## config.mk

```make
export PLATFORM = sky130hd
export DESIGN_NAME = mkx_mapper
export DESIGN_NICKNAME = d
export VERILOG_FILES = /design/src/hdl/mkx_pkg.sv /design/src/hdl/mkx_bit_map.sv /design/src/hdl/mkx_mapper.sv /design/src/hdl/mkx_seg_len.sv
export SDC_FILE = /design/constraint.sdc
export NUM_CORES = 1
export LEC_CHECK = 0
export BUFFER_PORTS_ARGS = -buffer_cell sky130_fd_sc_hd__buf_2
export CORE_MARGIN = 4
export CORE_UTILIZATION = 55
export CTS_CLUSTER_SIZE = 28
export DETAILED_ROUTE_END_ITERATION = 8
export HOLD_SLACK_MARGIN = 0.06
export PLACE_DENSITY = 0.75
export SLEW_MARGIN = 20
export SYNTH_ARGS = -nofsm -noshare
export SYNTH_HDL_FRONTEND = slang
export SYNTH_SLANG_ARGS = --single-unit
```

## constraint.sdc

```tcl
create_clock -name clock_i -period 7.4 [get_ports clock_i]
set_clock_uncertainty 0.2 [all_clocks]
set_input_delay 1.11 -clock clock_i [delete_from_list [all_inputs] [get_ports clock_i]]
set_output_delay 1.11 -clock clock_i [all_outputs]
set_load 0.01 [all_outputs]
```

## src/hdl/mkx_pkg.sv

```systemverilog
// Shared types and constants of the multilevel key stream XOR mapper
package mkx_pkg;

  // Modulation configurations
  typedef enum logic [2:0] {
    MKX_CFG_1A = 3'h0,
    MKX_CFG_1B = 3'h1,
    MKX_CFG_2  = 3'h2,
    MKX_CFG_3  = 3'h3,
    MKX_CFG_4A = 3'h4,
    MKX_CFG_4B = 3'h5,
    MKX_CFG_5  = 3'h6,
    MKX_CFG_6  = 3'h7
  } mkx_cfg_t;

  // Slot types
  typedef enum logic [2:0] {
    MKX_SLOT_DOUBLE  = 3'h0,
    MKX_SLOT_FULL    = 3'h1,
    MKX_SLOT_HALF    = 3'h2,
    MKX_SLOT_LONG640 = 3'h3,
    MKX_SLOT_LONG672 = 3'h4
  } mkx_slot_t;

  // B-field formats
  typedef enum logic [1:0] {
    MKX_BF_UNPROT = 2'h0,
    MKX_BF_SINGLE = 2'h1,
    MKX_BF_MULTI  = 2'h2
  } mkx_bfmt_t;

  // Mapper states
  typedef enum logic [1:0] {
    MKX_ST_IDLE = 2'b00,
    MKX_ST_TAIL = 2'b01,
    MKX_ST_BODY = 2'b10
  } mkx_state_t;

  localparam int MKX_LEN_W = 13;
  typedef logic [MKX_LEN_W-1:0] mkx_len_t;

  localparam mkx_len_t MKX_TAIL_UNIT    = 13'h0028;
  localparam mkx_len_t MKX_B_DOUBLE     = 13'h0320;
  localparam mkx_len_t MKX_B_FULL       = 13'h0140;
  localparam mkx_len_t MKX_B_HALF       = 13'h0050;
  localparam mkx_len_t MKX_B_LONG640    = 13'h0280;
  localparam mkx_len_t MKX_B_LONG672    = 13'h02A0;
  localparam mkx_len_t MKX_RC_SHORT     = 13'h0010;
  localparam mkx_len_t MKX_RC_LONG      = 13'h0020;
  localparam mkx_len_t MKX_RC_SHORT_MAX = 13'h0140;
  localparam mkx_len_t MKX_SUB_LEN      = 13'h0050;
  localparam mkx_len_t MKX_SUB_DATA     = 13'h0040;
  localparam mkx_len_t MKX_A_FIRST_BIT  = 13'h0008;
  localparam logic [3:0] MKX_LEVELS_2   = 4'h2;
  localparam logic [3:0] MKX_LEVELS_4   = 4'h4;
  localparam logic [3:0] MKX_LEVELS_8   = 4'h8;

endpackage

```

## src/hdl/mkx_bit_map.sv

```systemverilog
// Per-bit decision: which field bit a segment bit meets and whether it is XORed
module mkx_bit_map
(
  // Position and field setup
  input  wire mkx_pkg::mkx_len_t  idx_i,
  input  wire mkx_pkg::mkx_len_t  tail_len_i,
  input  wire mkx_pkg::mkx_len_t  b_len_i,
  input  wire mkx_pkg::mkx_len_t  rc_len_i,
  input  wire logic               ctrl_tail_i,
  input  wire mkx_pkg::mkx_bfmt_t bfmt_i,
  // Decision
  output logic                    in_tail_o,
  output logic                    emit_o,
  output logic                    xor_o,
  output mkx_pkg::mkx_len_t       pos_o
);
  import mkx_pkg::*;

  mkx_len_t b_idx;

  assign in_tail_o = (idx_i < tail_len_i);
  assign b_idx     = MKX_LEN_W'(idx_i - tail_len_i);

  always_comb
  begin
    emit_o = 1'b1;
    xor_o  = 1'b1;
    pos_o  = b_idx;
    if (in_tail_o)
    begin
      // tail bits only for control tails
      emit_o = ctrl_tail_i;
      xor_o  = ctrl_tail_i;
      pos_o  = MKX_LEN_W'(MKX_A_FIRST_BIT + idx_i);
    end
    else
    begin
      case (bfmt_i)
        // unprotected offset by tail
        MKX_BF_UNPROT: xor_o = 1'b1;
        // check bits stay clear
        MKX_BF_SINGLE: xor_o = (b_idx < MKX_LEN_W'(b_len_i - rc_len_i));
        // only 64 data bits per subfield
        MKX_BF_MULTI:  xor_o = ((b_idx % MKX_SUB_LEN) < MKX_SUB_DATA);
        default:       xor_o = 1'b0;
      endcase
    end
  end

endmodule

```

## src/hdl/mkx_mapper.sv

```systemverilog
// Top of the key stream XOR mapper for multilevel modulation
//
// Summary of operation
// Eight configurations; A-field 4-level in 4a, 8-level in 4b, else 2-level.
// Protected B-fields keep redundancy check and X-field bits unencrypted.
// Each D-field pair consumes two segments, length by slot and configuration.
// Segment is tail plus B portion; tail 40, 80 for 4a, 120 for 4b.
// Double slot B portion 800, 1600, 2400, 3200 or 4800 by configuration.
// Full slot B portion 320 to 1920; half slot 80 to 480.
// Long slots j 640 or 672 scale B portion by bits per symbol.
// Segment bits indexed from zero to length minus one in arrival order.
// Control tail, 2-level A-field: segment bits 0..39 XOR A bits 8..47.
// Non-control tail, 2-level A-field: segment bits 0..39 discarded.
// Unprotected B, 2-level A-field: B bit i XOR segment bit i+40.
// Config 4a control tail: segment bits 0..79 XOR A bits 8..87.
// Config 4a non-control tail: segment bits 0..79 discarded.
// Config 4a unprotected B: bit i XOR segment bit i+80.
// Config 4b control tail: segment bits 0..119 XOR A bits 8..127.
// Config 4b non-control tail: segment bits 0..119 discarded.
// Config 4b unprotected B: bit i XOR segment bit i+120.
// Covered B data bit count follows slot type and configuration.
// Single subfield protected B: bit i XOR segment bit i+tail.
// Double simplex: first segment on first D-field, second on second.
// Receive path uses the same mapping, so XOR again restores plaintext.
// Framing presents field setup before the field's first segment bit.
module mkx_mapper
(
  // Clock and reset
  input  wire logic               clock_i,
  input  wire logic               rst_n_i,
  // Framing
  input  wire logic               frame_start_i,
  input  wire logic               field_start_i,
  input  wire mkx_pkg::mkx_cfg_t  cfg_i,
  input  wire mkx_pkg::mkx_slot_t slot_i,
  input  wire logic               ctrl_tail_i,
  input  wire mkx_pkg::mkx_bfmt_t bfmt_i,
  // Key stream and field data
  input  wire logic               ks_valid_i,
  input  wire logic               ks_bit_i,
  input  wire logic               data_bit_i,
  // Mapped output
  output logic                    ks_ready_o,
  output logic                    out_valid_o,
  output logic                    out_bit_o,
  output mkx_pkg::mkx_len_t       out_pos_o,
  output logic                    out_tail_o,
  // Segment status
  output logic                    seg_done_o,
  output logic                    seg_second_o,
  output mkx_pkg::mkx_len_t       seg_len_o,
  output logic [3:0]              a_levels_o
);
  import mkx_pkg::*;

  ////////////////////////////////////////////////////////////////////////////
  mkx_state_t state;
  mkx_state_t next_state;
  mkx_cfg_t   cfg_q;
  mkx_slot_t  slot_q;
  mkx_bfmt_t  bfmt_q;
  logic       ctrl_q;
  mkx_len_t   idx;
  mkx_len_t   tail_len;
  mkx_len_t   b_len;
  mkx_len_t   rc_len;
  mkx_len_t   seg_len;
  logic       in_tail;
  logic       emit;
  logic       do_xor;
  mkx_len_t   pos;
  logic       consume;
  logic       last;
  logic       tail_end;

  ////////////////////////////////////////////////////////////////////////////
  mkx_seg_len u_len
  (
    .cfg_i      (cfg_q),
    .slot_i     (slot_q),
    .tail_len_o (tail_len),
    .b_len_o    (b_len),
    .rc_len_o   (rc_len),
    .seg_len_o  (seg_len)
  );

  mkx_bit_map u_map
  (
    .idx_i       (idx),
    .tail_len_i  (tail_len),
    .b_len_i     (b_len),
    .rc_len_i    (rc_len),
    .ctrl_tail_i (ctrl_q),
    .bfmt_i      (bfmt_q),
    .in_tail_o   (in_tail),
    .emit_o      (emit),
    .xor_o       (do_xor),
    .pos_o       (pos)
  );

  ////////////////////////////////////////////////////////////////////////////
  // Ready is a flop, so a bit is only taken while a field is open
  assign consume  = ks_valid_i && ks_ready_o;
  // index runs to length minus one
  assign last     = (idx == MKX_LEN_W'(seg_len - 13'h0001));
  assign tail_end = (idx == MKX_LEN_W'(tail_len - 13'h0001));

  always_comb
  begin
    next_state = state;
    case (state)
      MKX_ST_IDLE: next_state = MKX_ST_IDLE;
      MKX_ST_TAIL:
      begin
        if (consume && tail_end)
        begin
          next_state = MKX_ST_BODY;
        end
      end
      MKX_ST_BODY:
      begin
        if (consume && last)
        begin
          next_state = MKX_ST_IDLE;
        end
      end
      default: next_state = MKX_ST_IDLE;
    endcase
    // A new field restarts the segment even mid-stream
    if (field_start_i)
    begin
      next_state = MKX_ST_TAIL;
    end
  end

  always_ff @(posedge clock_i or negedge rst_n_i)
  begin
    if (!rst_n_i)
    begin
      state      <= MKX_ST_IDLE;
      ks_ready_o <= 1'b0;
    end
    else
    begin
      state      <= next_state;
      ks_ready_o <= (next_state != MKX_ST_IDLE);
    end
  end

  ////////////////////////////////////////////////////////////////////////////
  // setup captured at field start
  always_ff @(posedge clock_i or negedge rst_n_i)
  begin
    if (!rst_n_i)
    begin
      cfg_q      <= MKX_CFG_1A;
      slot_q     <= MKX_SLOT_FULL;
      bfmt_q     <= MKX_BF_UNPROT;
      ctrl_q     <= 1'b0;
      a_levels_o <= MKX_LEVELS_2;
    end
    else if (field_start_i)
    begin
      cfg_q  <= cfg_i;
      slot_q <= slot_i;
      bfmt_q <= bfmt_i;
      ctrl_q <= ctrl_tail_i;
      // A-field levels by config
      case (cfg_i)
        MKX_CFG_4A: a_levels_o <= MKX_LEVELS_4;
        MKX_CFG_4B: a_levels_o <= MKX_LEVELS_8;
        default:    a_levels_o <= MKX_LEVELS_2;
      endcase
    end
  end

  always_ff @(posedge clock_i or negedge rst_n_i)
  begin
    if (!rst_n_i)
    begin
      seg_len_o <= '0;
    end
    else
    begin
      seg_len_o <= seg_len;
    end
  end

  // one index step per taken bit
  always_ff @(posedge clock_i or negedge rst_n_i)
  begin
    if (!rst_n_i)
    begin
      idx <= '0;
    end
    else if (field_start_i)
    begin
      idx <= '0;
    end
    else if (consume)
    begin
      idx <= last ? '0 : MKX_LEN_W'(idx + 13'h0001);
    end
  end

  ////////////////////////////////////////////////////////////////////////////
  // same XOR serves encrypt and decrypt
  always_ff @(posedge clock_i or negedge rst_n_i)
  begin
    if (!rst_n_i)
    begin
      out_valid_o <= 1'b0;
      out_bit_o   <= 1'b0;
      out_pos_o   <= '0;
      out_tail_o  <= 1'b0;
    end
    else
    begin
      // discarded bits raise no valid
      out_valid_o <= consume && emit;
      if (consume)
      begin
        out_bit_o  <= data_bit_i ^ (ks_bit_i & do_xor);
        out_pos_o  <= pos;
        out_tail_o <= in_tail;
      end
    end
  end

  // alternate first and second segment
  always_ff @(posedge clock_i or negedge rst_n_i)
  begin
    if (!rst_n_i)
    begin
      seg_done_o   <= 1'b0;
      seg_second_o <= 1'b0;
    end
    else
    begin
      seg_done_o <= consume && last && !field_start_i;
      if (frame_start_i)
      begin
        seg_second_o <= 1'b0;
      end
      else if (seg_done_o)
      begin
        seg_second_o <= !seg_second_o;
      end
    end
  end
endmodule

```

## src/hdl/mkx_seg_len.sv

```systemverilog
// Segment length lookup by slot type and modulation configuration
module mkx_seg_len
(
  // Field setup
  input  wire mkx_pkg::mkx_cfg_t  cfg_i,
  input  wire mkx_pkg::mkx_slot_t slot_i,
  // Lengths
  output mkx_pkg::mkx_len_t       tail_len_o,
  output mkx_pkg::mkx_len_t       b_len_o,
  output mkx_pkg::mkx_len_t       rc_len_o,
  output mkx_pkg::mkx_len_t       seg_len_o
);
  import mkx_pkg::*;

  mkx_len_t base;
  mkx_len_t mult;
  mkx_len_t tail_mult;

  always_comb
  begin
    mult      = 13'h0001;
    tail_mult = 13'h0001;
    // tail portion by config
    case (cfg_i)
      MKX_CFG_2:  mult = 13'h0002;
      MKX_CFG_3:  mult = 13'h0003;
      MKX_CFG_4A:
      begin
        mult      = 13'h0002;
        tail_mult = 13'h0002;
      end
      MKX_CFG_4B:
      begin
        mult      = 13'h0003;
        tail_mult = 13'h0003;
      end
      MKX_CFG_5:  mult = 13'h0004;
      MKX_CFG_6:  mult = 13'h0006;
      default:    mult = 13'h0001;
    endcase
  end

  // base B-field bits per slot type
  always_comb
  begin
    case (slot_i)
      MKX_SLOT_DOUBLE:  base = MKX_B_DOUBLE;
      MKX_SLOT_FULL:    base = MKX_B_FULL;
      MKX_SLOT_HALF:    base = MKX_B_HALF;
      MKX_SLOT_LONG640: base = MKX_B_LONG640;
      MKX_SLOT_LONG672: base = MKX_B_LONG672;
      default:          base = MKX_B_FULL;
    endcase
  end

  // 4a and 4b widen the tail
  assign tail_len_o = MKX_LEN_W'(MKX_TAIL_UNIT * tail_mult);
  // B portion scales with bits per symbol
  assign b_len_o    = MKX_LEN_W'(base * mult);
  // Short fields carry the narrow redundancy check
  assign rc_len_o   = (b_len_o <= MKX_RC_SHORT_MAX) ? MKX_RC_SHORT : MKX_RC_LONG;
  // segment is tail plus B portion
  assign seg_len_o  = MKX_LEN_W'(tail_len_o + b_len_o);

endmodule
```

==> results_dict.tcl <==
set metrics [dict create \
    status "complete, no violations" \
    die_h_um 105 \
    maxCapViolCount 0 \
    critPathTopFamily "simple AND/OR/NAND/NOR gates" \
    grt.overflow.total 0 \
    setup_tns_ns 0 \
    critPathKind "register to register" \
    drv_slew 0 \
    crit_fanout 4 \
    p_switching_mw 0.440 \
    synth.cell_area_um2 5130 \
    via_per_inst 6.14 \
    power.leakage_nw 2.46 \
    htreeDepth 2 \
    ir_drop_mv 0.105 \
    io_pins 52 \
    path_clk_slew_ns 0.11 \
    hold_buffers 0 \
    grt_max_degree 57 \
    final_cell_mix "64 x nand2_1, 54 x nor2_1, 54 x dfrtp_1" \
    place.gp.congestion 0.930 \
    final_util_pct 61.9 \
    numPortBuffers 47 \
    wl_um 12800 \
    critPathSlowestCell "fa_1" \
    grt_pass1_wl_um 21500 \
    critPathBufInv 1 \
    grt_pass1_vias 4476 \
    p_int_mw 0.619 \
    fin_hold_ws_ns 0.290 \
    synth-main-ff-cell "dfrtp_1" \
    synth-edff-count 0 \
    powerDensity_nw_per_um2 192 \
    critPathMaxStageDelay_ns 0.56 \
    final.min_clock_period_ns 6.82 \
    critPathLaunchType "register" \
    min_path_type "register to register" \
    synth.ff_latch_count 56 \
    period_share_pct 92.1 \
    cts_buffer_depth 2 \
    antenna_found_initial 0 \
    clock.fmax_mhz 147 \
    worst_pin_slew_ns 1.01 \
    grt_use_total_pct 23.4 \
    final_common_cell "nand2_1" \
    switching_share_pct 41.5 \
    avgSynthCellArea_um2 8.50 \
    detail-route-antenna-nets 0 \
    seq_area_frac_synth_pct 27.4 \
    grt_setup_unrepaired "false" \
    pre_cts_ws_ns 0.322 \
    hpwl_um 9760 \
    num-nets-final 691 \
    numCtsBuffers 5 \
    finalHoldViolCount 0 \
    end_kind "register" \
    first_iter_violations 332 \
    pwr-share-clk_pct 17.3 \
    synth_warnings 0 \
    clock_sinks 56 \
    antennaDiodeCount 0 \
    wl_per_cell_um 17.2 \
    die_w_um 105 \
    cts_tree "yes" \
    core_um2 8890 \
    start_util_pct 57.7 \
    syn_to_final_growth_pct 7.29 \
    dpl_cell_area_um2 5380 \
    pwr-share-comb_pct 48.8 \
    finalSetupViolations 0 \
    layout-drive-gt1-share_pct 17.6 \
    drc 0 \
    fp-row-count 34 \
    synth_cells 604 \
    via_count 4573 \
    die_area_um2 10900 \
    cp.arrival_ns 6.87 \
    seq_power_share_pct 33.9 \
    async_reset_ff_share_pct 100 \
    layout_setup_ws_ns 0.583 \
    postLayoutCellArea_um2 5510 \
    cts_root_buf "clkbuf_8" \
    ys_types 88 \
    clkLatencyLatePin_ns 0.33 \
    crit_required_ns 7.46 \
    relSlewSlack_pct 32.8 \
    dr.pass1.iters 5 \
]
-- registers in the layout, indices dropped and copies added, names as in the netlist, 2 cells and up --
register,count
cfg_q,3
idx,13
state,2
bfmt_q,2
out_pos_o,13
seg_len_o,10
a_levels_o,3
slot_q,3
-- worst reg2reg max path: cells and delay by family, from the launching register on --
family / cells / cell delay (ns)
AND/OR/NAND/NOR: 12 / 2.51
adder cells (fa/ha/maj): 6 / 1.92
AO/OA/AOI/OAI: 8 / 1.49
flip-flops: 1 / 0.42
XOR/XNOR: 1 / 0.17
buffers and inverters: 1 / 0.05
-- layout make-up --
| cell class | count | area (um^2) |
|---|---|---|
| Sequential cell | 56 | 1400 |
| Multi-Input combinational cell | 477 | 3440 |
| Tap cell | 108 | 135 |
| Timing Repair Buffer | 51 | 265 |
| Inverter | 45 | 169 |
| Clock buffer | 5 | 68.8 |
| Fill cell | 760 | 3380 |
| Clock inverter | 3 | 26.3 |
-- cell usage after synthesis (4+ instances only) --
library cell,n,share of area [%]
o22ai_1,4,0.49
buf_2,5,0.49
xor2_1,14,2.4
nand2b_1,7,0.85
o31ai_1,4,0.59
inv_1,41,3.0
and3_1,6,0.73
and2_1,4,0.49
a211oi_1,5,0.73
xnor2_1,24,4.1
ha_1,32,7.8
a31oi_1,7,0.85
nor2b_1,7,0.85
fa_1,7,2.7
nor3_1,18,1.8
clkbuf_1,16,1.2
nor4_1,4,0.49
nor2_1,54,3.9
o211ai_1,9,1.3
nand3_1,24,2.3
a22o_1,7,1.2
mux2_2,10,2.2
a21oi_1,31,3.0
or2_2,4,0.49
a21o_1,9,1.3
o21ai_0,22,2.1
nand2_1,64,4.7
mux2i_1,6,1.2
dfrtp_1,54,26
buf_4,4,0.59
o21ai_1,4,0.39
-- metrics by stage --
step / power [mW] / cells
final: 1.06 / 745
after global routing: 1.14 / 745
after global placement: 0.847 / 735
after floorplan: 0.743 / 607
after CTS: 1.06 / 743
after detailed placement: 0.871 / 735
-- what timing repair did --
action,in CTS,in global routing
resized for setup,0,5
setup endpoints to repair,0,1
endpoints found under the hold margin,0,0
setup buffers,0,2
-- cell families after synthesis --
kind of cell	share of synthesized area, %
xor gates and xnor gates	9.29
adders and majority gates	10.7
and+or+nand+nor	20.9
AOI/OAI and AO/OA	21.6
buffers and inverters	6.27
muxes	3.80
other	0.0731
DFF	27.4
-- power by group through the flow --
stage          combinational, mW  clock [mW]  sequential, mW
2_1_floorplan              0.371           0           0.373
3_3_place_gp               0.485           0           0.362
3_5_place_dp               0.508           0           0.364
4_1_cts                    0.511       0.188           0.358
5_1_grt                    0.578       0.198           0.363
6_report                   0.516       0.184           0.358
-- metal layers --
metal	wire length (um)	vias up	track usage, %
li1	-	2205	-
met1	5810	2181	32.1
met2	6040	159	38.2
met3	729	28	4.07
met4	256	0	7.12
met5	0	-	0
-- final timing paths --
check	from	depth (start not counted)	slack, ns	end
worst max-delay path	slot_q[2]$_DFFE_PN0P_	28	0.58	out_bit_o$_DFFE_PN0P_
worst max register to register	slot_q[2]$_DFFE_PN0P_	28	0.58	out_bit_o$_DFFE_PN0P_
worst min register to register	out_pos_o[4]$_DFFE_PN0P_	2	0.29	out_pos_o[4]$_DFFE_PN0P_
min in group asynchronous	rst_n_i	2	0.70	out_pos_o[0]$_DFFE_PN0P_
max in group asynchronous	rst_n_i	2	5.78	out_valid_o$_DFF_PN0_
worst min-delay path	out_pos_o[4]$_DFFE_PN0P_	2	0.29	out_pos_o[4]$_DFFE_PN0P_
No activity file was read; power rests on OpenSTA's default activity.
